**src/shared/synth_load_map.svh**
```systemverilog
`ifndef SYNTH_LOAD_MAP_SVH
`define SYNTH_LOAD_MAP_SVH
`define WORD_BITS 24
`define BYTE_BITS 8
`define BYTES_PER_WORD 3
`define SEL_LO_BIT 0
`define SEL_HI_BIT 1
`define SEL_FIRST_REF 2'h0
`define SEL_FIRST_DIV 2'h1
`define SEL_SECOND_REF 2'h2
`define SEL_SECOND_DIV 2'h3
`define ALL_LATCHES_SEEN 4'hF
`define LINK_MAX_HZ 20000000
`define REF_CLK_HZ 20000000
`define CLK_DIV_HALF 2
`define STROBE_HOLD_CYCLES 2
`endif

```
**src/shared/synth_load_pkg.sv**
```systemverilog
package synth_load_pkg;
  `include "synth_load_map.svh"
  typedef logic [`WORD_BITS-1:0] word_type;
  typedef logic [1:0] latch_sel_type;
  typedef enum logic [2:0] {
    host_idle,
    host_arm,
    host_low,
    host_high,
    host_strobe
  } host_state_type;
endpackage : synth_load_pkg

```
**src/shared/serial_load_if.sv**
```systemverilog
`timescale 1ns/100ps
interface serial_load_if;
  logic host_serial_clock; // link clock, made by the host
  logic serial_data; // data, msb first
  logic word_load_strobe; // commit on rising edge
  modport host (output host_serial_clock, output serial_data, output word_load_strobe);
  modport device (input host_serial_clock, input serial_data, input word_load_strobe);
endinterface : serial_load_if

```
**src/logic/serial_load_host.sv**
```systemverilog
`timescale 1ns/100ps
module serial_load_host
  import synth_load_pkg::*;
(
  input wire logic ref_clk_i, // 20 MHz system clock
  input wire logic sys_rst_i, // synchronous, active high
  input wire logic send_i, // one-cycle request
  input wire word_type word_i, // word to send, taken with send_i
  output logic busy_o, // high while a word is in flight
  output logic done_o, // one-cycle pulse after strobe
  serial_load_if.host link // serial pins
);
  localparam int HALF = `CLK_DIV_HALF; // 20 MHz / 4 = 5 MHz link
  localparam int LAST_BIT = `BYTE_BITS - 1; // index of a byte's last bit
  localparam int LAST_BYTE = `BYTES_PER_WORD - 1; // index of a word's last byte
  localparam int LAST_HOLD = `STROBE_HOLD_CYCLES; // strobe ticks before release

  // divider state
  logic [1:0] div_cnt;
  logic [1:0] next_div_cnt;
  logic tick;

  // sequencer state
  host_state_type state;
  host_state_type next_state;
  logic [2:0] bit_idx;
  logic [2:0] next_bit_idx;
  logic [1:0] byte_idx;
  logic [1:0] next_byte_idx;
  logic [1:0] hold_cnt;
  logic [1:0] next_hold_cnt;

  // data path state
  word_type word_q;
  word_type next_word_q;
  logic [`BYTE_BITS-1:0] byte_q;
  logic [`BYTE_BITS-1:0] next_byte_q;
  logic sdata;
  logic next_sdata;

  // pin and status state
  logic sclk;
  logic next_sclk;
  logic strobe;
  logic next_strobe;
  logic busy;
  logic next_busy;
  logic done;
  logic next_done;

  // sequencer events, decoded once and shared by the groups below
  logic take_word; // request accepted
  logic load_byte; // first bit of the next byte onto the data pin
  logic shift_bit; // next bit of the current byte onto the data pin
  logic rise_clk; // link clock goes high
  logic fall_clk; // link clock goes low
  logic raise_stb; // load strobe goes or stays high
  logic finish; // strobe released, frame over

  // divider: the link clock moves only on a tick, so its rate is fixed
  // by HALF and cannot creep above the 20 MHz limit
  always_comb begin
    next_div_cnt = tick ? 2'h0 : div_cnt + 2'h1;
  end

  always_ff @(posedge ref_clk_i) begin
    if (sys_rst_i) begin
      div_cnt <= 2'h0;
    end else begin
      div_cnt <= next_div_cnt;
    end
  end

  assign tick = (div_cnt == 2'(HALF - 1));

  // frame sequencer: arm, 24 low/high bit cells, then the strobe
  always_comb begin
    next_state = state;
    next_bit_idx = bit_idx;
    next_byte_idx = byte_idx;
    next_hold_cnt = hold_cnt;
    take_word = 1'b0;
    load_byte = 1'b0;
    shift_bit = 1'b0;
    rise_clk = 1'b0;
    fall_clk = 1'b0;
    raise_stb = 1'b0;
    finish = 1'b0;
    unique case (state)
      host_idle: begin
        // only looked at when idle, so requests while busy are dropped
        if (send_i) begin
          take_word = 1'b1;
          next_byte_idx = 2'h0;
          next_state = host_arm;
        end
      end
      host_arm: begin
        if (tick) begin
          load_byte = 1'b1; // first byte, msb first
          next_bit_idx = 3'h0;
          next_state = host_low;
        end
      end
      host_low: begin
        if (tick) begin
          rise_clk = 1'b1; // data has stood a half period
          next_state = host_high;
        end
      end
      host_high: begin
        if (tick) begin
          fall_clk = 1'b1; // data moves only with the falling edge
          next_state = host_low;
          if (bit_idx != 3'(LAST_BIT)) begin
            shift_bit = 1'b1;
            next_bit_idx = bit_idx + 3'h1;
          end else if (byte_idx != 2'(LAST_BYTE)) begin
            // next byte follows with no gap and no strobe
            load_byte = 1'b1;
            next_bit_idx = 3'h0;
            next_byte_idx = byte_idx + 2'h1;
          end else begin
            // third byte done: the 24-bit word is complete
            next_hold_cnt = 2'h0;
            next_state = host_strobe;
          end
        end
      end
      host_strobe: begin
        // strobe stands two half periods, long enough for the far synchroniser
        if (tick) begin
          if (hold_cnt == 2'(LAST_HOLD)) begin
            finish = 1'b1;
            next_state = host_idle;
          end else begin
            raise_stb = 1'b1; // commit only after the last byte
            next_hold_cnt = hold_cnt + 2'h1;
          end
        end
      end
    endcase
  end

  // sequencer registers
  always_ff @(posedge ref_clk_i) begin
    if (sys_rst_i) begin
      state <= host_idle;
      bit_idx <= 3'h0;
      byte_idx <= 2'h0;
      hold_cnt <= 2'h0;
    end else begin
      state <= next_state;
      bit_idx <= next_bit_idx;
      byte_idx <= next_byte_idx;
      hold_cnt <= next_hold_cnt;
    end
  end

  // data path: a byte-wide shifter fed from the word, msb first
  always_comb begin
    next_word_q = word_q;
    next_byte_q = byte_q;
    next_sdata = sdata;
    if (take_word) begin
      next_word_q = word_i;
    end else if (load_byte) begin
      next_sdata = word_q[`WORD_BITS-1];
      next_byte_q = {word_q[`WORD_BITS-2 -: `BYTE_BITS-1], 1'b0};
      next_word_q = {word_q[`WORD_BITS-`BYTE_BITS-1:0], {`BYTE_BITS{1'b0}}};
    end else if (shift_bit) begin
      next_sdata = byte_q[`BYTE_BITS-1];
      next_byte_q = {byte_q[`BYTE_BITS-2:0], 1'b0};
    end
  end

  // data path registers
  always_ff @(posedge ref_clk_i) begin
    if (sys_rst_i) begin
      word_q <= '0;
      byte_q <= '0;
      sdata <= 1'b0;
    end else begin
      word_q <= next_word_q;
      byte_q <= next_byte_q;
      sdata <= next_sdata;
    end
  end

  // pins and status; the strobe is forced low on acceptance, before any bit
  always_comb begin
    next_sclk = sclk;
    next_strobe = strobe;
    next_busy = busy;
    next_done = 1'b0;
    if (take_word) begin
      next_busy = 1'b1;
      next_strobe = 1'b0; // strobe low before shifting
    end
    if (rise_clk) begin
      next_sclk = 1'b1;
    end
    if (fall_clk) begin
      next_sclk = 1'b0;
    end
    if (raise_stb) begin
      next_strobe = 1'b1;
    end
    if (finish) begin
      next_strobe = 1'b0;
      next_busy = 1'b0;
      next_done = 1'b1;
    end
  end

  // pin and status registers
  always_ff @(posedge ref_clk_i) begin
    if (sys_rst_i) begin
      sclk <= 1'b0;
      strobe <= 1'b0;
      busy <= 1'b0;
      done <= 1'b0;
    end else begin
      sclk <= next_sclk;
      strobe <= next_strobe;
      busy <= next_busy;
      done <= next_done;
    end
  end

  assign link.host_serial_clock = sclk;
  assign link.serial_data = sdata;
  assign link.word_load_strobe = strobe;
  assign busy_o = busy;
  assign done_o = done;
endmodule : serial_load_host

```
**src/flat_wrapper.sv**
```systemverilog
// flat-port wrapper written by rule: the top's interface ports become plain ports
module serial_load_host_flat import synth_load_pkg::*;
  (ref_clk_i, sys_rst_i, send_i, word_i, busy_o, done_o, link_host_serial_clock, link_serial_data, link_word_load_strobe);
  serial_load_if link_i ();
  input wire logic ref_clk_i;
  input wire logic sys_rst_i;
  input wire logic send_i;
  input wire word_type word_i;
  output logic busy_o;
  output logic done_o;
  output wire logic [$bits(link_i.host_serial_clock)-1:0] link_host_serial_clock;
  output wire logic [$bits(link_i.serial_data)-1:0] link_serial_data;
  output wire logic [$bits(link_i.word_load_strobe)-1:0] link_word_load_strobe;
  assign link_host_serial_clock = link_i.host_serial_clock;
  assign link_serial_data = link_i.serial_data;
  assign link_word_load_strobe = link_i.word_load_strobe;
  serial_load_host u_core (.ref_clk_i(ref_clk_i), .sys_rst_i(sys_rst_i), .send_i(send_i), .word_i(word_i), .busy_o(busy_o), .done_o(done_o), .link(link_i));
endmodule
```
**config.mk**
```make
export PLATFORM = sky130hd
export DESIGN_NAME = serial_load_host_flat
export DESIGN_NICKNAME = d
export VERILOG_FILES = /design/src/shared/synth_load_pkg.sv /design/src/shared/serial_load_if.sv /design/src/logic/serial_load_host.sv /design/src/flat_wrapper.sv
export VERILOG_INCLUDE_DIRS = /design/src /design/src/shared
export SDC_FILE = /design/constraint.sdc
export NUM_CORES = 1
export LEC_CHECK = 0
export BUFFER_PORTS_ARGS = -buffer_cell sky130_fd_sc_hd__buf_4
export CORE_ASPECT_RATIO = 0.5
export CORE_MARGIN = 2
export CORE_UTILIZATION = 40
export DETAILED_ROUTE_END_ITERATION = 8
export PLACE_DENSITY = 0.69
export SKIP_CTS_REPAIR_TIMING = 1
export SLEW_MARGIN = 0
export SYNTH_ARGS = -nofsm -noshare
export SYNTH_HDL_FRONTEND = slang
export SYNTH_SLANG_ARGS = --single-unit
```
**constraint.sdc**
```tcl
create_clock -name ref_clk_i -period 2.75 [get_ports ref_clk_i]
set_input_delay 0.1375 -clock ref_clk_i [delete_from_list [all_inputs] [get_ports ref_clk_i]]
set_output_delay 0.1375 -clock ref_clk_i [all_outputs]
set_load 0.05 [all_outputs]
```
After elaboration in Yosys (flattened, before gate mapping). Index checks and enable logic that the tools add are counted.

Flip-flop bits (word level): 49. Output and inout bits: 5. Input bits: 27.

Add/sub/neg operators: 4. Eq/ne operators: 19. Muxes and demuxes: 52. Reduce and logical (&&, ||, !) cells: 15. Bitwise logic cells: 1.

Operators with widths (count): 24-bit 2-to-1 mux (2); 3-bit 2-to-1 mux (12); 1-bit 2-to-1 mux (22); 2-bit 2-to-1 mux (9); 8-bit 2-to-1 mux (2); 3-bit case mux with 5 select lines (1); 2-bit by 1-bit inequality test with 1-bit output (second input constant) (6); 6-bit AND reduction (2); 2-bit nonzero test (6); 2-bit inequality test (second input constant) (5); 2-bit case mux with 2 select lines (2); 2-bit by 1-bit adder with 2-bit output (second input constant) (3); 3-bit by 2-bit equality test with 1-bit output (second input constant) (2); 3-bit case mux with 2 select lines (1); 2-bit OR reduction (3); 5-bit AND reduction (1); 4-bit AND reduction (1); 3-bit by 1-bit adder with 3-bit output (second input constant) (1); 3-bit by 1-bit equality test with 1-bit output (second input constant) (1); 3-bit equality test (second input constant) (1); 3-bit logical NOT (1); 3-bit by 1-bit inequality test with 1-bit output (second input constant) (1); 3-bit inequality test (second input constant) (1); 2-bit by 1-bit equality test with 1-bit output (second input constant) (1); 4 further kinds (4).

Logic depth before layout (Yosys ltp).
Word-level depth: 7. Mapped depth: 8.

Least setup slack after synthesis. No wires, ideal clock.

Path type: flip-flop to flip-flop. Start: reg u_core.bit_idx[0]. End: reg u_core.byte_q[1]. Clock period less this slack: 1.703 ns. Setup slack: 1.047 ns. Library setup time: 0.128 ns. Cell stages (with the launch flop): 9. Arrival time: 1.575 ns. Path through: dfxtp_1 -> ha_1 -> ha_1 -> nand2b_1 -> clkbuf_1 -> a21oi_1 -> buf_2 -> a22oi_1 -> nor2_1.

Longest elaborated chain between the ends: 6.

RTL lines: from (decl) (line serial_load_host.sv:26) `logic [2:0] bit_idx;`; from (signal assigned) (line serial_load_host.sv:154) `bit_idx <= next_bit_idx;`; 3-bit inequality test (*) (line serial_load_host.sv:115) `if (bit_idx != 3'(LAST_BIT)) begin`; 1-bit 2-to-1 mux (line serial_load_host.sv:115); 1-bit 2-to-1 mux (line serial_load_host.sv:112) `if (tick) begin`; 1-bit case mux with 2 select lines or 1-bit 2-to-1 mux (tied branches) (line serial_load_host.sv:89) `unique case (state)`; 2-bit nonzero test (no line); 2-bit AND reduction (no line); to (signal assigned) (line serial_load_host.sv:185) `byte_q <= next_byte_q;`; to (decl) (line serial_load_host.sv:36) `` logic [`BYTE_BITS-1:0] byte_q; ``.

Mark *: on every way between the ends. The rest lies on a longest branch, timed or not. A chain may end at the register's enable or synchronous reset.

Worst setup path in the final report.
Start: reg u_core.bit_idx[0]. End: reg u_core.word_q[22].

Longest elaborated chain between the ends: 5.

RTL lines: 3-bit inequality test (line serial_load_host.sv:115); 1-bit 2-to-1 mux (line serial_load_host.sv:115); 1-bit 2-to-1 mux (line serial_load_host.sv:112); 1-bit case mux with 2 select lines (line serial_load_host.sv:89); 2-bit nonzero test (no line); to (signal assigned) (line serial_load_host.sv:184) `word_q <= next_word_q;`; to (decl) (line serial_load_host.sv:34) `word_type word_q;`.

Every way passes these cells.

==> results.txt <==
The run finished with clean final reports. The area of the mapped netlist is 0.00212 mm². The number of hold violations in the final report came to 0.

The endpoint required time on the critical path came out at 2.99 ns. The number of rows created at floorplan is 18. The clock slew at the register clock pins of the worst setup and hold paths is 0.09 ns. The met1 layer usage reported by global route came out at 0.209. The library cells used most frequently in the layout, excluding fill and tap cells, are sky130_fd_sc_hd__dfxtp_1 (48), sky130_fd_sc_hd__buf_4 (33), sky130_fd_sc_hd__a21oi_1 (32).

The switching part of the total power came out at 0.262. The combined global-route utilization of all metal layers came out at 0.160. The critical path in this run is classified as register to register. The proportion of power drawn by flip-flops and latches is 0.506. The remaining antenna violation count after routing came out at 0. The HPWL reported at the end of detailed placement came out at 2980 µm. Clock latency on the worst-skew pair, taken at its later pin, is 0.30 ns.

The synthesis warning total came out at 0. The startpoint identified for the worst hold timing path is word_i[0]. Wires add up to 4530 µm. The stage delay of the slowest cell on the critical path is 0.83 ns. Summing all multi-input logic gate instances after layout gives 0.00104 mm².

The cell count after synthesis came out at 245. The number of buffers on the longest clock path is 2. For the pin with the worst max-slew slack, the measured transition is 0.943 ns. The post-synthesis average cell area came out at 8.67 µm². The net switching power of the design is 0.000404 W. Setup violations remaining at the end of the flow were counted as 0. For hold timing, the worst endpoint is u_core.word_q[0].

Input and output buffers added on the ports amount to 31. The die span in x came out at 107 µm. The critical path launch point type is a register. The part of the total power dissipated in the clock network is 0.350. Across all register-to-register paths, the minimum setup slack is 0.51 ns. The maximum net fanout on the critical path came out at 12. The fill cell instance count of the final layout came out at 489. The final-layout setup total negative slack came out at 0 ns. The data arrival time of the worst path came out at 2.48 ns. The leakage power figure came out at 0.913 nW.

The global routing met3 resource utilization is 0.0378. The post-layout minimum cycle time came out at 2.24 ns. The average via count per standard cell is 5.41. Registers take 961 µm². The layer flagged by global routing as most heavily used is met2. Of the cells placed in the final design, the portion with a size suffix greater than 1 is 0.203. The worst hold path belongs to the class input port to register. Tracing the worst setup path back leads to its startpoint at u_core.bit_idx[0]. After detailed routing, the number of remaining DRC violations is 0. The cell at the root of the clock tree is sky130_fd_sc_hd__clkbuf_8. Internal power comes to 0.00114 W. The highest clock rate is 446 MHz. The post-layout net count came out at 297.

The total clock sinks came out at 48. The library cell used most frequently in the layout, excluding fill and tap cells, is sky130_fd_sc_hd__dfxtp_1. The I/O pin count came out at 32. Max-cap violations in this run came to 0. The number of pins with negative max-slew slack in the final report is 0. The cell depth of the worst flop-to-flop path is 6.

The clock tree synthesis step divided the H-tree into 2 levels. In this run, the number of DRC markers left after iteration 0 of detailed routing was 74. The area of the placeable core came out at 0.00502 mm².

The first-pass GRT wire length came out at 7650 µm. The count of distinct cell types in the synthesized netlist is 39. The starting utilization of the core area is 0.423. The worst voltage drop across the vdd grid came out at 0.000228 V. The total of flip-flops plus latches after synthesis is 48.

The via total after detailed routing is 1,817. For this design, the slowest cell found on the critical path is sky130_fd_sc_hd__a21oi_1. The combinational share of power came out at 0.144. The remaining max-slew budget at the tightest pin came out at 0.371. The count of inserted antenna diode cells came out at 0. TritonCTS built the clock tree. The die is 55.5 µm tall. The post-synthesis sequential area ratio is 0.453. Setup repair after global routing left no endpoint under its margin.

The share of flip-flops with an asynchronous set or reset is 0. The number of enable flip-flop cells after synthesis is 0. Final hold analysis gives a worst-case slack of 0.0733 ns. The ratio of total power to cell area came out at 623 mW/mm². The number of antenna violations at the first check in global routing is 0. The overall die area is 0.00594 mm². Buffers inserted during clock tree synthesis total 5. The routability congestion estimate came out at 0.756.

After global routing the overflow that remains totals 0. For this run, the leading register cell type out of synthesis is sky130_fd_sc_hd__dfxtp_1. The number of global-route vias before repair is 1,732.

The endpoint identified for the worst register-to-register timing path is u_core.word_q[22]. The signal on the critical path passes through ha_1, ha_1, nand2b_1, a21oi_1, a22oi_1, a21oi_1. The maximum number of pins on one net before global-route repair is 50.

The met2 demand-to-capacity share in global routing came out at 0.255. The first detailed-routing pass ran for 4 iterations. The worst hold path stage count came out at 3.

The setup clock skew after layout is 0.00393 ns. Counting every net in the synthesized netlist gives 277. The area growth from synthesis to layout is 16.6%.

The endpoint type of the worst setup path is a register. After detailed routing, the average wire length per cell comes to 13.5 µm. The share of the clock period used by the worst path after layout came out at 0.815.

In this run the critical register-to-register path is launched from u_core.bit_idx[0].
-- logic make-up (layout without fill, tap and decap cells) --
| kind of cell | after synthesis | after routing | share of synthesized area |
|---|---|---|---|
| compound gates | 67 | 67 | 0.208 |
| fa+ha+maj | 5 | 5 | 0.0295 |
| buf+inv | 25 | 46 | 0.0619 |
| flops | 48 | 48 | 0.453 |
| mux | 4 | 4 | 0.0200 |
| simple gates | 96 | 96 | 0.228 |
-- worst max path at each step --
stage | depth (start not counted) | slack [ns] | endpoint
6_report | 6 | 0.51 | u_core.word_q[22]
3_5_place_dp | 6 | 0.54 | u_core.word_q[22]
2_1_floorplan | 8 | 1.05 | u_core.byte_q[1]
5_1_grt | 6 | 0.27 | u_core.word_q[14]
3_3_place_gp | 6 | 0.69 | u_core.word_q[16]
4_1_cts | 6 | 0.52 | u_core.word_q[22]
-- registers in the layout (all words and copies together) (netlist names) --
register / count
u_core.bit_idx: 3
u_core.busy_o: 1
u_core.byte_idx: 2
u_core.byte_q: 7
u_core.div_cnt: 2
u_core.done_o: 1
u_core.hold_cnt: 2
u_core.link.host_serial_clock: 1
u_core.link.serial_data: 1
u_core.link.word_load_strobe: 1
u_core.state: 3
u_core.word_q: 24
-- power groups by stage --
stage	clock network, W	registers, W	logic [W]
detailed placement	0	0.000796	0.000221
floorplan	0	0.000790	0.000164
global route	0.000580	0.000788	0.000248
CTS	0.000557	0.000780	0.000222
finish	0.000540	0.000780	0.000222
global placement	0	0.000795	0.000216
-- Yosys cell counts (2+ instances only) --
library cell	n	area, µm²
sky130_fd_sc_hd__dfxtp_1	48	961
sky130_fd_sc_hd__a21oi_1	32	160
sky130_fd_sc_hd__nand3_1	29	145
sky130_fd_sc_hd__nor2_1	29	109
sky130_fd_sc_hd__nand2_1	16	60.1
sky130_fd_sc_hd__a22oi_1	13	97.6
sky130_fd_sc_hd__buf_2	9	45.0
sky130_fd_sc_hd__a211oi_1	7	52.6
sky130_fd_sc_hd__clkbuf_1	6	22.5
sky130_fd_sc_hd__ha_1	5	62.6
sky130_fd_sc_hd__inv_1	5	18.8
sky130_fd_sc_hd__o221a_2	5	56.3
sky130_fd_sc_hd__nand2b_1	4	25.0
sky130_fd_sc_hd__nor3_1	4	20.0
sky130_fd_sc_hd__buf_6	3	33.8
sky130_fd_sc_hd__a21o_1	2	15.0
sky130_fd_sc_hd__a311oi_1	2	17.5
sky130_fd_sc_hd__mux2_2	2	22.5
sky130_fd_sc_hd__mux2i_1	2	20.0
sky130_fd_sc_hd__nor4_1	2	12.5
sky130_fd_sc_hd__or3_1	2	12.5
-- per-stage QoR --
stage	total power (W)	setup slack, ns	instance area [µm²]	utilization	instances
global placement	0.00101	0.687	2350	0.469	328
floorplan	0.000954	1.05	2120	-	245
global route	0.00162	0.267	2480	0.493	336
CTS	0.00156	0.523	2480	0.493	336
detailed placement	0.00102	0.542	2350	0.469	328
finish	0.00154	0.509	2480	0.493	336
-- layer usage --
metal  share of wire  vias up
li1                -      927
met1            0.49      842
met2            0.45       38
met3           0.043       10
met4           0.017        0
met5               0        -
-- final cells by class --
cell class	count	area share
Multi-Input combinational cell	172	0.420
Sequential cell	48	0.388
Timing Repair Buffer	33	0.100
Tap cell	70	0.0354
Clock buffer	6	0.0334
Clock inverter	2	0.0157
Inverter	5	0.00758
-- worst max-delay path: cells and delay by family (launching register included) --
| family | cells | cell delay [ns] |
|---|---|---|
| AO/OA/AOI/OAI | 3 | 1.18 |
| flip-flops | 1 | 0.37 |
| adder cells (fa/ha/maj) | 2 | 0.37 |
| AND/OR/NAND/NOR | 1 | 0.25 |
Power figures use the tool's default switching activity.
